File: src/hvr_consts.vh
// constants of the high-voltage supply dataway register block
`ifndef HVR_CONSTS_VH
`define HVR_CONSTS_VH
// ----------------------------------------
// dataway function codes
// ----------------------------------------
`define HVR_F_RD0     5'h00
`define HVR_F_RD1     5'h01
`define HVR_F_WR16    5'h10
`define HVR_F_WR17    5'h11
`define HVR_F_START   5'h19
// ----------------------------------------
// sub-addresses
// ----------------------------------------
`define HVR_A_MEAS_LO 4'h4
`define HVR_A_MEAS_HI 4'h7
`define HVR_A_LIM_A   4'h8
`define HVR_A_LIM_B   4'h9
`define HVR_A_STATUS  4'h0
`define HVR_A_AUTO    4'h1
`define HVR_A_EVENT   4'hc
`define HVR_A_IDENT   4'hf
// ----------------------------------------
// event register bit positions (channel a; channel b is +8)
// ----------------------------------------
`define HVR_EV_TRIP   1
`define HVR_EV_INH    5
`define HVR_EV_OVL    6
`define HVR_EV_REGQ   7
`define HVR_EV_RANGE  4
`define HVR_CH_STRIDE 8
// ----------------------------------------
// status word bit positions (channel a; channel b is +8)
// ----------------------------------------
`define HVR_ST_SRC    1
`define HVR_ST_ONOFF  3
`define HVR_ST_ERR    7
// ----------------------------------------
// auto-start word: start bit and save bits (channel a; b is +8)
// ----------------------------------------
`define HVR_AS_START  3
`define HVR_AS_SAVE_LO 0
// ----------------------------------------
// timing
// ----------------------------------------
`define HVR_CLK_MHZ   100
`define HVR_PREP_US   200
`define HVR_HOLD_MS   400
`define HVR_SYNC_W    37
`endif

File: src/hvr_camac_regs.v
// dataway register block of a one- or two-channel high-voltage supply
`include "hvr_consts.vh"

// What this block does
// - event bits latch and stay set
// - event read returns bits, then clears all but events set in that cycle
// - tripped channel refuses set voltage until event read
// - identifier word is six bcd digits
// - limits word: voltage mantissa and exponent high
// - limits word: current mantissa and exponent low
// - auto-start read shows bits r12 and r04
// - auto-start write ramps when channel is clean
// - save bits store settings, reloaded at power-on
// - first read answers q low, repeat gets data
// - measurement frozen 400 ms after being read
// - status error is or of the trip, range, inhibit, overload and quality events
module hvr_camac_regs #(
    parameter DATA_W      = 24,
    parameter IDENT_WORD  = 24'h123456,  // arbitrary bcd value
    parameter PREP_CYCLES = `HVR_PREP_US * `HVR_CLK_MHZ,
    parameter HOLD_CYCLES = `HVR_HOLD_MS * 1000 * `HVR_CLK_MHZ
) (
    input  wire              clk,
    input  wire              nrst,
    input  wire              ce,              // freezes all state when low
    input  wire              dw_station,      // station select n
    input  wire              dw_strobe1,      // s1 strobe
    input  wire              dw_strobe2,      // s2 strobe
    input  wire              dw_zero,         // z, general reset with s2
    input  wire [3:0]        dw_sub_addr,     // a
    input  wire [4:0]        dw_func,         // f
    input  wire [DATA_W-1:0] dw_write,        // w lines
    output reg  [DATA_W-1:0] dw_read,         // r lines
    output reg               dw_q,            // q answer
    output reg               dw_x,            // command accepted
    input  wire [15:0]       event_set,       // event pulses, one per bit
    input  wire [15:0]       switch_status,   // front panel and ramp state
    input  wire [DATA_W-1:0] meas_volt_a,     // converter results
    input  wire [DATA_W-1:0] meas_volt_b,
    input  wire [DATA_W-1:0] meas_curr_a,
    input  wire [DATA_W-1:0] meas_curr_b,
    input  wire [7:0]        vmax_mant_a,     // channel limits
    input  wire [3:0]        vmax_exp_a,
    input  wire [7:0]        imax_mant_a,
    input  wire [3:0]        imax_exp_a,
    input  wire [7:0]        vmax_mant_b,
    input  wire [3:0]        vmax_exp_b,
    input  wire [7:0]        imax_mant_b,
    input  wire [3:0]        imax_exp_b,
    input  wire [DATA_W-1:0] nv_set_voltage_a, // stored values at power-on
    input  wire [DATA_W-1:0] nv_set_voltage_b,
    input  wire [1:0]        nv_autostart,
    output wire [DATA_W-1:0] set_voltage_a,   // setting outputs
    output wire [DATA_W-1:0] set_voltage_b,
    output wire [DATA_W-1:0] ramp_rate_a,
    output wire [DATA_W-1:0] ramp_rate_b,
    output wire [DATA_W-1:0] trip_level_a,
    output wire [DATA_W-1:0] trip_level_b,
    output reg  [1:0]        start_ramp,      // pulse per channel, b is bit 1
    output reg  [5:0]        nv_save,         // pulse, b in [5:3], a in [2:0]
    output reg  [1:0]        autostart,       // auto-start active per channel
    output reg  [15:0]       event_reg        // latched events
);

// ----------------------------------------
// input synchronisers
// ----------------------------------------
wire [`HVR_SYNC_W-1:0] raw_in = {dw_station, dw_strobe1, dw_strobe2, dw_zero,
                                 dw_sub_addr, dw_func, dw_write};
reg  [`HVR_SYNC_W-1:0] sync_a;             // first stage, read by sync_b only
reg  [`HVR_SYNC_W-1:0] sync_b;             // second stage
reg  [`HVR_SYNC_W-1:0] sync_c;             // third stage
reg  [`HVR_SYNC_W-1:0] sync_q;             // agreed value

genvar gi;
generate
    for (gi = 0; gi < `HVR_SYNC_W; gi = gi + 1) begin : g_sync
        // a change counts once stages two and three agree
        always @(posedge clk or negedge nrst) begin
            if (!nrst) begin
                sync_a[gi] <= 1'b0;
                sync_b[gi] <= 1'b0;
                sync_c[gi] <= 1'b0;
                sync_q[gi] <= 1'b0;
            end else if (ce) begin
                sync_a[gi] <= raw_in[gi];
                sync_b[gi] <= sync_a[gi];
                sync_c[gi] <= sync_b[gi];
                if (sync_b[gi] == sync_c[gi])
                    sync_q[gi] <= sync_c[gi];
            end
        end
    end
endgenerate

wire              s_station = sync_q[36];  // synchronised dataway lines
wire              s_strobe1 = sync_q[35];
wire              s_strobe2 = sync_q[34];
wire              s_zero    = sync_q[33];
wire [3:0]        s_addr    = sync_q[32:29];
wire [4:0]        s_func    = sync_q[28:24];
wire [DATA_W-1:0] s_write   = sync_q[DATA_W-1:0];

reg  station_d;                            // edge detection
reg  strobe1_d;
reg  strobe2_d;
wire cmd_begin = s_station & ~station_d;
wire cmd_act   = s_strobe1 & ~strobe1_d & s_station;
wire gen_reset = s_zero & s_strobe2 & ~strobe2_d;

// ----------------------------------------
// decoding
// ----------------------------------------
// settings word index, or 7 when the sub-address holds no setting
function [2:0] ctl_index;
    input [3:0] a;
    begin
        case (a)
            4'h0: ctl_index = 3'h0;
            4'h1: ctl_index = 3'h1;
            4'h2: ctl_index = 3'h2;
            4'h3: ctl_index = 3'h3;
            4'ha: ctl_index = 3'h4;
            4'hb: ctl_index = 3'h5;
            default: ctl_index = 3'h7;
        endcase
    end
endfunction

// ----------------------------------------
// settings, events, measurement snapshots
// ----------------------------------------
reg  [DATA_W-1:0] ctl [0:5];               // set voltage, ramp, trip words
reg  [DATA_W-1:0] snap [0:3];              // held measurements
reg  [31:0]       hold_cnt [0:3];          // refresh hold per measurement
wire [DATA_W-1:0] meas_raw [0:3];
assign meas_raw[0] = meas_volt_a;
assign meas_raw[1] = meas_volt_b;
assign meas_raw[2] = meas_curr_a;
assign meas_raw[3] = meas_curr_b;
assign set_voltage_a = ctl[0];
assign set_voltage_b = ctl[1];
assign ramp_rate_a   = ctl[2];
assign ramp_rate_b   = ctl[3];
assign trip_level_a  = ctl[4];
assign trip_level_b  = ctl[5];

wire [1:0] locked;                          // channel refuses new set voltage
wire [1:0] ch_error;                        // status error per channel
wire [1:0] as_ok;                           // auto-start allowed
wire [15:0] status_word;
generate
    for (gi = 0; gi < 2; gi = gi + 1) begin : g_ch
        localparam B = gi * `HVR_CH_STRIDE;
        assign locked[gi] = event_reg[B + `HVR_EV_OVL] | event_reg[B + `HVR_EV_INH]
                          | event_reg[B + `HVR_EV_TRIP];
        assign ch_error[gi] = locked[gi] | event_reg[B + `HVR_EV_REGQ]
                            | event_reg[B + `HVR_EV_RANGE];
        assign as_ok[gi] = ~switch_status[B + `HVR_ST_ONOFF]
                         & ~switch_status[B + `HVR_ST_SRC]
                         & ~event_reg[B + `HVR_EV_REGQ] & ~locked[gi];
    end
endgenerate
assign status_word = {ch_error[1], switch_status[14:8],
                      ch_error[0], switch_status[6:0]};

// ----------------------------------------
// read value selection
// ----------------------------------------
reg  [DATA_W-1:0] next_rd;                 // value for the current address
reg               next_known;              // command is implemented
reg               next_is_read;
always @* begin
    next_rd      = {DATA_W{1'b0}};
    next_known   = 1'b0;
    next_is_read = 1'b0;
    case (s_func)
        `HVR_F_RD0: begin
            next_is_read = 1'b1;
            next_known   = 1'b1;
            if (ctl_index(s_addr) != 3'h7)
                next_rd = ctl[ctl_index(s_addr)];
            else if (s_addr >= `HVR_A_MEAS_LO && s_addr <= `HVR_A_MEAS_HI)
                next_rd = snap[s_addr[1:0]];
            else if (s_addr == `HVR_A_LIM_A)
                next_rd = {vmax_mant_a, vmax_exp_a, imax_mant_a, imax_exp_a};
            else if (s_addr == `HVR_A_LIM_B)
                next_rd = {vmax_mant_b, vmax_exp_b, imax_mant_b, imax_exp_b};
            else
                next_known = 1'b0;
        end
        `HVR_F_RD1: begin
            next_is_read = 1'b1;
            next_known   = 1'b1;
            case (s_addr)
                `HVR_A_STATUS: next_rd = {8'h00, status_word};
                `HVR_A_AUTO:   next_rd = {12'h000, autostart[1], 7'h00,
                                          autostart[0], 3'h0};
                `HVR_A_EVENT:  next_rd = {8'h00, event_reg};
                `HVR_A_IDENT:  next_rd = IDENT_WORD;
                default:       next_known = 1'b0;
            endcase
        end
        `HVR_F_WR16: next_known = (ctl_index(s_addr) != 3'h7);
        `HVR_F_WR17: next_known = (s_addr == `HVR_A_AUTO);
        `HVR_F_START: next_known = (s_addr[3:1] == 3'h0);
        default: next_known = 1'b0;
    endcase
end

// ----------------------------------------
// command answer and read preparation
// ----------------------------------------
reg [8:0]  prep_cmd;                       // command being prepared
reg        prep_ready;                     // prepared data may be delivered
reg [31:0] prep_cnt;                       // preparation time left
reg        loaded;                         // power-on values taken
integer    k;

always @(posedge clk or negedge nrst) begin
    if (!nrst) begin
        station_d  <= 1'b0;
        strobe1_d  <= 1'b0;
        strobe2_d  <= 1'b0;
        dw_read    <= {DATA_W{1'b0}};
        dw_q       <= 1'b0;
        dw_x       <= 1'b0;
        prep_cmd   <= 9'h000;
        prep_ready <= 1'b0;
        prep_cnt   <= 32'h0;
        event_reg  <= 16'h0000;
        autostart  <= 2'b00;
        start_ramp <= 2'b00;
        nv_save    <= 6'h00;
        loaded     <= 1'b0;
        for (k = 0; k < 6; k = k + 1)
            ctl[k] <= {DATA_W{1'b0}};
        for (k = 0; k < 4; k = k + 1) begin
            snap[k]     <= {DATA_W{1'b0}};
            hold_cnt[k] <= 32'h0;
        end
    end else if (ce) begin
        station_d  <= s_station;
        strobe1_d  <= s_strobe1;
        strobe2_d  <= s_strobe2;
        start_ramp <= 2'b00;
        nv_save    <= 6'h00;
        // stored settings enter the registers once after power-on
        if (!loaded) begin
            loaded    <= 1'b1;
            ctl[0]    <= nv_set_voltage_a;
            ctl[1]    <= nv_set_voltage_b;
            autostart <= nv_autostart;
        end
        // measurement snapshots follow the converter unless held
        for (k = 0; k < 4; k = k + 1) begin
            if (hold_cnt[k] != 32'h0)
                hold_cnt[k] <= hold_cnt[k] - 32'h1;
            else
                snap[k] <= meas_raw[k];
        end
        // preparation timer
        if (prep_cnt != 32'h0) begin
            prep_cnt <= prep_cnt - 32'h1;
            if (prep_cnt == 32'h1)
                prep_ready <= 1'b1;
        end
        // answer is set up when the station is addressed
        if (cmd_begin) begin
            dw_x <= next_known;
            if (!next_known) begin
                dw_q    <= 1'b0;
                dw_read <= {DATA_W{1'b0}};
            end else if (!next_is_read) begin
                dw_q    <= 1'b1;
                dw_read <= {DATA_W{1'b0}};
            end else if (prep_ready && prep_cmd == {s_addr, s_func}) begin
                dw_q    <= 1'b1;
                dw_read <= next_rd;
            end else begin
                dw_q       <= 1'b0;
                dw_read    <= {DATA_W{1'b0}};
                prep_cmd   <= {s_addr, s_func};
                prep_ready <= 1'b0;
                prep_cnt   <= PREP_CYCLES;
            end
        end else if (!s_station) begin
            dw_q    <= 1'b0;
            dw_x    <= 1'b0;
            dw_read <= {DATA_W{1'b0}};
        end
        // side effects happen at strobe one of an accepted command
        if (cmd_act && dw_x && next_is_read && dw_q) begin
            prep_ready <= 1'b0;
            if (s_addr >= `HVR_A_MEAS_LO && s_addr <= `HVR_A_MEAS_HI
                && s_func == `HVR_F_RD0)
                hold_cnt[s_addr[1:0]] <= HOLD_CYCLES;
        end
        if (cmd_act && dw_x && s_func == `HVR_F_WR16) begin
            if (s_addr[3:1] != 3'h0 || !locked[s_addr[0]])
                ctl[ctl_index(s_addr)] <= s_write;
        end
        if (cmd_act && dw_x && s_func == `HVR_F_START)
            start_ramp[s_addr[0]] <= 1'b1;
        if (cmd_act && dw_x && s_func == `HVR_F_WR17) begin
            for (k = 0; k < 2; k = k + 1) begin
                autostart[k] <= s_write[k * `HVR_CH_STRIDE + `HVR_AS_START];
                if (s_write[k * `HVR_CH_STRIDE + `HVR_AS_START] && as_ok[k])
                    start_ramp[k] <= 1'b1;
            end
            nv_save <= {s_write[10:8], s_write[2:0]};
        end
        // event register: set wins over clear-on-read
        if (gen_reset) begin
            event_reg  <= event_set;
            prep_ready <= 1'b0;
            prep_cnt   <= 32'h0;
        end else if (cmd_act && dw_x && dw_q && s_func == `HVR_F_RD1
                     && s_addr == `HVR_A_EVENT)
            event_reg <= event_set;
        else
            event_reg <= event_reg | event_set;
    end
end

endmodule // hvr_camac_regs

File: config.mk
export PLATFORM = sky130hd
export DESIGN_NAME = hvr_camac_regs
export DESIGN_NICKNAME = d
export VERILOG_FILES = /design/src/hvr_camac_regs.v
export VERILOG_INCLUDE_DIRS = /design/src
export SDC_FILE = /design/constraint.sdc
export NUM_CORES = 1
export LEC_CHECK = 0
export ABC_CLOCK_PERIOD_IN_PS = 3900
export BUFFER_PORTS_ARGS = -buffer_cell sky130_fd_sc_hd__buf_2
export CORE_MARGIN = 2
export CORE_UTILIZATION = 35
export CTS_CLUSTER_DIAMETER = 30
export DETAILED_ROUTE_END_ITERATION = 10
export GPL_TIMING_DRIVEN = 0
export PLACE_DENSITY = 0.63
export SLEW_MARGIN = 20
export SYNTH_ARGS = -nofsm -noshare
export SYNTH_HDL_FRONTEND = slang
export SYNTH_SLANG_ARGS = --single-unit
export TNS_END_PERCENT = 5
File: constraint.sdc
create_clock -name clk -period 3.9 [get_ports clk]
set_clock_uncertainty 0.2 [all_clocks]
set_input_delay 0.78 -clock clk [delete_from_list [all_inputs] [get_ports clk]]
set_output_delay 0.78 -clock clk [all_outputs]
set_load 0.01 [all_outputs]
* After elaboration in Yosys (flattened, before gate mapping)
Cells that the tools add are included.
** Storage, ports and cells
- Flip-flop bits (word level) :: 614
- Bits of input ports :: 266
- Output and inout bits :: 196
- Word-level logic and storage cells :: 447
** Cells by class
- Add/subtract/negate cells :: 5
- Order comparisons :: 9
- Equal/unequal tests :: 56
- Muxes and demuxes :: 84
- Bitwise operators :: 42
- Reductions and logical operators :: 75
** Operators with widths (count)
- $mux W32 :: 15
- $mux W24 :: 14
- $mux W144 :: 2
- $mux W128 :: 2
- $reduce_bool A32 Y1 :: 5
- $sub A32 B1 Y32 const B :: 5
- $bwmux W144 :: 1
- $and A96 B96 Y96 :: 1
- $mux W48 :: 2
- $not A96 Y96 :: 1
- $reduce_and A2 Y1 :: 43
- $pmux W21 S4 :: 1
- $bmux W24 S3 :: 1
- $demux W24 S3 :: 1
- $demux W32 S2 :: 1
- $bmux W24 S2 :: 1
- $pmux W24 S2 :: 1
- $eq A1 B1 Y1 :: 37
- $eq A32 B1 Y1 const B :: 1
- $mux W16 :: 2
- $or A32 B32 Y32 :: 1
- $mux W1 :: 25
- $eq A4 B4 Y1 const B :: 6
- $mux W3 :: 7
- 37 further kinds :: 95

* Longest topological paths before layout
Gate-level depths: netlist of the first run.
- Word-level depth :: 17
- Mapped depth :: 10
- Gate-level depth less buffers :: 8

* Least setup slack after synthesis of the first run
Ideal clock, no wire load.
- Path type :: reg-to-reg
- Start :: register hold_cnt[3] in the netlist's numbering
- End :: register snap[10] in the netlist's numbering
- Library setup time :: 0.125 ns
- Arrival :: 2.620 ns
- Required time :: 3.575 ns
- Path slack :: 0.955 ns
- Stages on the path, launching flop included :: 9
- Buffers on the path :: 3
- Period minus slack after synthesis :: 2.945 ns
- Cells stage by stage :: dfrtp_1 or4_1 buf_2 or4_4 buf_6 nor4_4 nand2_4 buf_6 mux2_4
** Between the ends
- Word-level cells in the longest chain between the ends :: 3
** RTL lines
- start, declared :: line hvr_camac_regs.v:135 : reg [31:0] hold_cnt [0:3];
- start signal, assigned by index :: line hvr_camac_regs.v:258 : hold_cnt[k] <= hold_cnt[k] - 32'h1;
- $reduce_bool A32 Y1 :: line hvr_camac_regs.v:257 : if (hold_cnt[k] != 32'h0)
- $not A1 Y1 (no source line)
- $reduce_and A2 Y1 (no source line)
- end signal, assigned by index :: line hvr_camac_regs.v:239 : snap[k] <= {DATA_W{1'b0}};
- end signal, assigned by index :: line hvr_camac_regs.v:260 : snap[k] <= meas_raw[k];
- end, declared :: line hvr_camac_regs.v:134 : reg [DATA_W-1:0] snap [0:3];
No other way between the ends.
A chain may end at the register's enable or synchronous reset.

* Worst setup path after layout of the first run
- Start :: register sync_q[30], in the netlist s_addr[1]
- End :: register prep_cnt[19]
** Between the ends
- Word-level cells in the longest chain between the ends :: 9
- Elaborated cells on any way between the ends :: 33
- Those cells by class :: order compare (2); eq/ne (12); mux (14); reduce/logical (5)
** RTL lines
- start, declared :: line hvr_camac_regs.v:73 : reg [`HVR_SYNC_W-1:0] sync_q;
- start signal, assigned by index :: line hvr_camac_regs.v:90 : sync_q[gi] <= sync_c[gi];
- $eq A4 B4 Y1 (tied with other cells) :: line hvr_camac_regs.v:118 : case (a)
- $pmux W3 S6 or $mux W1 (tied branches) :: line hvr_camac_regs.v:118, hvr_camac_regs.v:187
- $mux W3 or $mux W1 (tied branches) :: line hvr_camac_regs.v:177, hvr_camac_regs.v:185
- $ne A3 B3 Y1 or $mux W1 (tied branches) :: line hvr_camac_regs.v:181, hvr_camac_regs.v:183
- $mux W1 :: line hvr_camac_regs.v:181 : if (ctl_index(s_addr) != 3'h7)
- $pmux W1 S5 :: line hvr_camac_regs.v:177 : case (s_func)
- $mux W32 * :: line hvr_camac_regs.v:271 : if (!next_known) begin
- $mux W32 * :: line hvr_camac_regs.v:269 : if (cmd_begin) begin
- $mux W32 * :: line hvr_camac_regs.v:314 : if (gen_reset) begin
- end signal, assigned :: line hvr_camac_regs.v:264 : prep_cnt <= prep_cnt - 32'h1;
- end, declared :: line hvr_camac_regs.v:216 : reg [31:0] prep_cnt;
Every way passes the cells marked *; elsewhere a longest branch is shown, timed or not. The select of a mux whose other input is x is not followed.

==> results of run 1 <==
[power breakdown]
group	internal (mW)	total [mW]	switching, mW
clock network	8.45	12.4	3.94
logic	2.60	7.04	4.44
registers	7.66	9.14	1.48
total	18.7	28.6	9.86
[worst max-delay path, stage by stage (launching register included)]
cell and delay, ns:
dfrtp_1 0.31, clkbuf_1 0.40, buf_2 0.48, clkinvlp_4 0.37, o221ai_1 0.31, nand4b_1 0.19, a21boi_1 0.50, clkbuf_1 0.50
nor2_1 0.28, a221o_1 0.34
[cell type report]
| cell class | count | area (µm²) | area share (%) |
|---|---|---|---|
| tap | 1080 | 1351 | 3.522 |
| clock inverter | 65 | 907.1 | 2.364 |
| multi-input combinational | 1806 | 13080 | 34.09 |
| inverter | 64 | 244.0 | 0.6358 |
| sequential | 614 | 15360 | 40.04 |
| antenna | 5 | 12.51 | 0.03261 |
| buffer | 174 | 737.0 | 1.921 |
| clock buffer | 199 | 4165 | 10.85 |
| timing repair buffer | 467 | 2510 | 6.541 |
[cell families after synthesis]
logic type	after synthesis	synth area share, %
AND/OR/NAND/NOR	758	13.04
AO/OA/AOI/OAI	564	11.98
adder cells (fa/ha/maj)	11	0.4695
buffers and inverters	239	3.226
XOR/XNOR	111	3.316
flip-flops	614	52.41
multiplexers	362	15.56
[worst paths after layout]
path	endpoint	slack (ns)
min in group asynchronous	sync_b[20]	0.41
hold / removal	snap[87]	0.06
hold reg to reg	dw_read[19]	0.29
max in group asynchronous	snap[29]	1.19
setup reg to reg	prep_cnt[19]	-0.13
setup / recovery	prep_cnt[19]	-0.13
[synthesized netlist by cell type, types with 8 or more instances]
| master | count | share of area, % |
|---|---|---|
| dfrtp_1 | 614 | 52 |
| a31oi_1 | 24 | 0.51 |
| or2_2 | 12 | 0.26 |
| mux4_2 | 40 | 3.1 |
| nand3_1 | 60 | 1.0 |
| mux2_4 | 20 | 1.0 |
| nor3b_1 | 8 | 0.20 |
| or3_1 | 33 | 0.70 |
| buf_1 | 20 | 0.26 |
| nor4_1 | 47 | 1.0 |
| nand4b_1 | 13 | 0.39 |
| clkbuf_1 | 131 | 1.7 |
| nand3b_1 | 9 | 0.23 |
| nor3_1 | 74 | 1.3 |
| o22ai_1 | 55 | 1.2 |
| a21oi_1 | 128 | 2.2 |
| o31ai_1 | 15 | 0.38 |
| ha_1 | 11 | 0.47 |
| a211oi_1 | 9 | 0.23 |
| nor2_1 | 214 | 2.7 |
| nor2b_1 | 15 | 0.32 |
| buf_2 | 21 | 0.36 |
| nand4_1 | 24 | 0.51 |
| xnor2_1 | 45 | 1.3 |
| xor2_1 | 66 | 2.0 |
| o21ai_0 | 184 | 3.1 |
| o2bb2ai_1 | 8 | 0.24 |
| mux2_1 | 10 | 0.38 |
| or4_1 | 31 | 0.79 |
| a22oi_1 | 29 | 0.74 |
| mux2_2 | 259 | 9.9 |
| mux2i_1 | 33 | 1.1 |
| a22o_1 | 32 | 0.96 |
| nand2b_1 | 17 | 0.36 |
| nand2_1 | 164 | 2.1 |
| a221oi_1 | 10 | 0.30 |
| inv_1 | 61 | 0.78 |
[cell usage in the layout, fill, tap and decap left out, types with 10 or more instances in the layout]
master / n
dfrtp_1: 614
buf_2: 479
mux2_2: 259
nor2_1: 211
o21ai_0: 184
nand2_1: 164
clkbuf_16: 148
clkbuf_1: 146
a21oi_1: 127
nor3_1: 71
xor2_1: 66
inv_1: 61
nand3_1: 59
o22ai_1: 55
nor4_1: 46
xnor2_1: 45
mux4_2: 40
or3_1: 33
mux2i_1: 33
a22o_1: 32
or4_1: 31
a22oi_1: 29
clkinv_2: 28
clkbuf_8: 27
nand4_1: 24
a31oi_1: 24
mux2_4: 20
nand2b_1: 16
buf_1: 15
o31ai_1: 15
nor2b_1: 15
bufinv_16: 15
nand4b_1: 13
or2_2: 12
ha_1: 11
a221oi_1: 10
mux2_1: 10
[stage by stage]
stage / TNS, ns / instance area [µm²] / util [%] / power (mW)
3_3_place_gp: -7231.54 / 32970 / 39.58 / 15.83
2_1_floorplan: 0 / 29320 / - / 12.97
3_5_place_dp: -236.20 / 33170 / 39.83 / 15.98
5_1_grt: -2.599 / 38360 / 46.06 / 29.67
4_1_cts: -0.8837 / 38300 / 45.98 / 28.48
6_report: -1.813 / 38370 / 46.07 / 28.57
[repair_timing]
| item | CTS | global route |
|---|---|---|
| setup endpoints to repair | 204 | 177 |
| gates resized for setup | 14 | 25 |
| hold endpoints to repair | 59 | 0 |
| pin swaps | 0 | 0 |
| hold buffers | 1 | 0 |
[metal layers]
metal	vias to the layer above	global-route usage (%)	wire length [µm]
met3	273	9.992	12830
li1	10990	-	-
met5	-	0	25
met4	4	12.90	5887
met1	12710	33.54	46070
met2	1289	41.42	53120
==> summary.md, run 1 <==
| Metric | Value |
|---|---|
| CTS Buffer Depth | `3` |
| Height of the die | `293.4 µm` |
| Synth unique cells | `84` |
| Final layout net count | `3549` |
| Sequential element share of the synthesized area | `52.41%` |
| Area Overhead vs Synth | `30.89%` |
| Fill count | `around 7700` |
| Slew @ Worst Pin | `roughly 1.1 ns` |
| Root buf cell | `clkbuf_16` |
| Initial DRC Count | `roughly 2500` |
| Port bufs | `459` |
| Vias | `25270` |
| Syn Area/Cell | `11.03 µm²` |
| Number of detailed-route iterations in the first pass | `5` |
| Crit path launch | `s_addr[1]` |
| Placed cells | `4205` |
| Mapped Nets | `2936` |
| Core area | `83290 µm²` |
| Die Span X | `293.4 µm` |
| Vias in the first global route | `25050` |
| Final hold viol count | `0` |
| Worst Path Arrival | `4.43 ns` |
| Number of enable flip-flop cells after synthesis | `0` |
| RSZ-0062 raised after global routing | `true` |
| Cell Count, Final, Fillers Out | `4474` |
| Vias per std cell | `5.648` |
| CP startpoint kind | `register` |
| CP Max Fanout | `10` |
| Proportion of layout cells with a drive suffix above 1 | `32.58%` |
| Number of max-cap violations | `0` |
| Pwr dens | `744.5 nW/µm²` |
| Avg WL per Cell | `26.36 µm` |
| Outcome | `finished with violations` |
| Aggregate global routing overflow | `0` |
| Slew Limit Headroom | `25.17%` |
| Final Slew Violations | `0` |
| Worst EP required | `4.29 ns` |
| Detail Route Antenna Nets | `0` |
| Clk sinks | `614` |
| Fraction of registers with async set/reset | `100.0%` |
| Htree depth | `4` |
| Initial antenna violation count | `11` |
| WS Path Type | `register to register` |
| Yosys warnings | `0` |
| # DRC | `0` |
| Final worst slack | `-0.1319 ns` |
| Final WL | `about 120 mm` |
| Number of setup buffers added after CTS | `0` |
| Largest net degree at the start of global routing | `96` |
| Path category of the worst min-delay check | `input pin to register` |
| CTS Buf Count | `~150` |
| DP Wirelength | `a little under 90 mm` |
| Worst VDD drop | `448.5 µV` |
| Failing checks | `negative setup slack` |
| # setup viols final | `28` |
| Worst slack, placed | `-1.323 ns` |
| CP Capture Type | `register` |
| Final min period | `a little over 4 ns` |
| Min Hold Slack | `0.06040 ns` |
| Fmax | `0.2480 GHz` |
| Num ports | `between 400 and 500` |
| Post-Synthesis Cell Area | `around 29000 µm²` |
| Hold path start | `meas_volt_a[15]` |
| Leakage power figure | `about 18 nW` |
| R2R cell count | `9` |
| Initial core utilization | `35.20%` |
| Synth Register Bits | `614` |
| Std cell rows | `about 110` |
| Post-Syn Instances | `2659` |
| RR Startpoint | `s_addr[1]` |
| Hold path depth | `2` |
| Tcrit/Tclk final | `103.4%` |
| Worst-path clk slew | `roughly 0.050 ns` |
| First-pass GRT wire length | `approximately 170 mm` |
| Skew-Pair Late Insertion Delay | `0.73 ns` |
| Total die area | `86090 µm²` |
| Leading register cell type out of synthesis | `dfrtp_1` |
| GRT Overall Usage | `26.96%` |
| GPL Wtd Cong | `0.9296` |
| CTS tree | `done` |
Note: power is estimated with default switching activity, not from simulation.
==> inputs of run 2 (changes only) <==
ABC_CLOCK_PERIOD_IN_PS = unset   (was 3900)
CORE_ASPECT_RATIO = 1.4   (was unset)
==> summary.md, run 2 (same netlist as run 1, synthesis figures left out) <==
| Metric | Value |
|---|---|
| Final min period | `3.960 ns (-0.07158 ns)` |
| Vias in the first global route | `25510 (+1.8%)` |
| Height of the die | `346.4 µm (+18%)` |
| GRT Overall Usage | `26.94% (about the same)` |
| Setup_tns | `-0.1561 ns (+1.657 ns)` |
| # DRC | `22 (+22)` |
| DP Area | `33180 µm² (about the same)` |
| Avg WL per Cell | `26.73 µm (+1.4%)` |
| Fmax | `0.2525 GHz (+1.8%)` |
| Core area | `83050 µm² (-0.29%)` |
| Initial DRC Count | `1939 (-23%)` |
| CTS tree | `done` |
| CP Max Fanout | `10 (unchanged)` |
| CTS Buffer Depth | `3 (unchanged)` |
| DP Wirelength | `89.71 mm (+1.3%)` |
| Most common cell after layout, fill and taps aside | `dfrtp_1` |
| Aggregate global routing overflow | `0 (unchanged)` |
| CTS Buf Count | `107 (-26%)` |
| Hold path start | `meas_volt_a[23]` |
| Path category of the worst min-delay check | `input pin to register` |
| R2R cell count | `7 (-2)` |
| GPL Wtd Cong | `0.9326 (+0.32%)` |
| Number of detailed-route iterations in the first pass | `8 (+3)` |
| Tcrit/Tclk final | `101.5% (-1.8 points)` |
| Worst EP required | `4.23 ns (-0.06 ns)` |
| # setup viols final | `5 (-82%)` |
| Outcome | `finished with violations` |
| Slew Limit Headroom | `18.49% (-6.7 points)` |
| Placed cells | `4204 (-0.024%)` |
| Fill count | `7736 (+0.26%)` |
| Proportion of layout cells with a drive suffix above 1 | `31.81% (-0.76 points)` |
| Std cell rows | `125 (+18%)` |
| Initial core utilization | `35.30% (+0.10 points)` |
| Final WL | `118.1 mm (+0.17%)` |
| Tot Pwr | `26.31 mW (-7.9%)` |
| Final Slew Violations | `0 (unchanged)` |
| Final worst slack | `-0.06028 ns (+0.07158 ns)` |
| Vias | `25400 (+0.52%)` |
| First-pass GRT wire length | `171.8 mm (+1.1%)` |
| RR Startpoint | `s_addr[0]` |
| Number of max-cap violations | `0 (unchanged)` |
| Final layout net count | `3513 (-1.0%)` |
| Final hold viol count | `0 (unchanged)` |
| RSZ-0062 raised after global routing | `true` |
| Die Span X | `248.6 µm (-15%)` |
| Commonest cells after routing, fill and taps aside | `dfrtp_1, buf_2, mux2_2, nor2_1, o21ai_0` |
| Hold path depth | `2 (unchanged)` |
| Worst Path Arrival | `4.29 ns (-0.14 ns)` |
| Detail Route Antenna Nets | `0 (unchanged)` |
| Skew-Pair Late Insertion Delay | `0.68 ns (-0.05 ns)` |
| Total die area | `86130 µm² (about the same)` |
| Cell Count, Final, Fillers Out | `4419 (-1.2%)` |
| Leakage power figure | `17.13 nW (-3.4%)` |
| Pwr dens | `706.6 nW/µm² (-5.1%)` |
| Num ports | `462 (unchanged)` |
| Initial antenna violation count | `14 (+3)` |
| Min Hold Slack | `0.1158 ns (+0.05536 ns)` |
| Worst-path clk slew | `0.06 ns (about the same)` |
| Design area | `37230 µm² (-3.0%)` |
| Failing checks | `design-rule violations, negative setup slack` |
| CP startpoint kind | `register` |
| Worst VDD drop | `500.4 µV (+12%)` |
| Clk sinks | `614 (unchanged)` |
| Slew @ Worst Pin | `1.223 ns (+0.1003 ns)` |
| Htree depth | `3 (-1)` |
| Area Overhead vs Synth | `27.01%` |
| Vias per std cell | `5.748 (+1.8%)` |
| Crit path launch | `s_addr[0]` |
| Largest net degree at the start of global routing | `99 (+3.1%)` |
| CP Capture Type | `register` |
| Root buf cell | `clkbuf_16` |
| Port bufs | `459 (unchanged)` |
| WS Path Type | `register to register` |
## run 2: worst paths after layout
check                                to  slack, ns
max                        hold_cnt[81]      -0.06
min                            snap[95]       0.12
max reg2reg                hold_cnt[81]      -0.06
min reg2reg                 dw_read[23]       0.28
max in group asynchronous      snap[47]       1.58
min in group asynchronous     sync_a[6]       0.50
## run 2: stage by stage
| stage | worst slack, ns | util [%] |
|---|---|---|
| after floorplan | 0.9548 | - |
| after global placement | -11.35 | 39.69 |
| after detailed placement | -1.349 | 39.96 |
| after CTS | 0.009645 | 44.75 |
| after global routing | -0.1564 | 44.82 |
| final | -0.06028 | 44.83 |
## run 2: final cells by class
| class | count | area [µm²] | share of cell area (%) |
|---|---|---|---|
| Multi-Input combinational cell | 1806 | 13080 | 35.12 |
| Sequential cell | 614 | 15360 | 41.26 |
| Clock buffer | 126 | 2890 | 7.762 |
| Tap cell | 1079 | 1350 | 3.626 |
| Antenna cell | 11 | 27.53 | 0.07393 |
| Buffer | 174 | 729.5 | 1.959 |
| Clock inverter | 76 | 1028 | 2.762 |
| Inverter | 64 | 241.5 | 0.6485 |
| Timing Repair Buffer | 469 | 2525 | 6.781 |
## run 2: timing repair
action,in CTS,in global routing
resized for setup,19,10
setup buffers,0,2
endpoints found under the hold margin,73,0
pin swaps,0,1
hold buffers,1,0
setup endpoints to repair,231,82
## run 2: worst max-delay path, stage by stage (launching register included)
cell and delay, ns:
dfrtp_1 0.32, clkbuf_1 0.39, buf_2 0.43, buf_2 0.51
clkbuf_2 0.49, clkbuf_1 0.55, nand3_1 0.58, o311ai_0 0.32
## run 2: power breakdown
part	switching [mW]	internal [mW]	total, mW
Clock	3.65	6.51	10.2
Combinational	4.45	2.59	7.04
Sequential	1.47	7.64	9.11
## run 2: per-layer routing
layer / global-route usage (%) / share of wire [%] / vias to the layer above
li1: - / - / 10890
met1: 31.46 / 37 / 12910
met2: 43.55 / 47 / 1257
met3: 5.916 / 8.1 / 345
met4: 20.21 / 8.1 / 2
met5: 0 / 0.011 / -
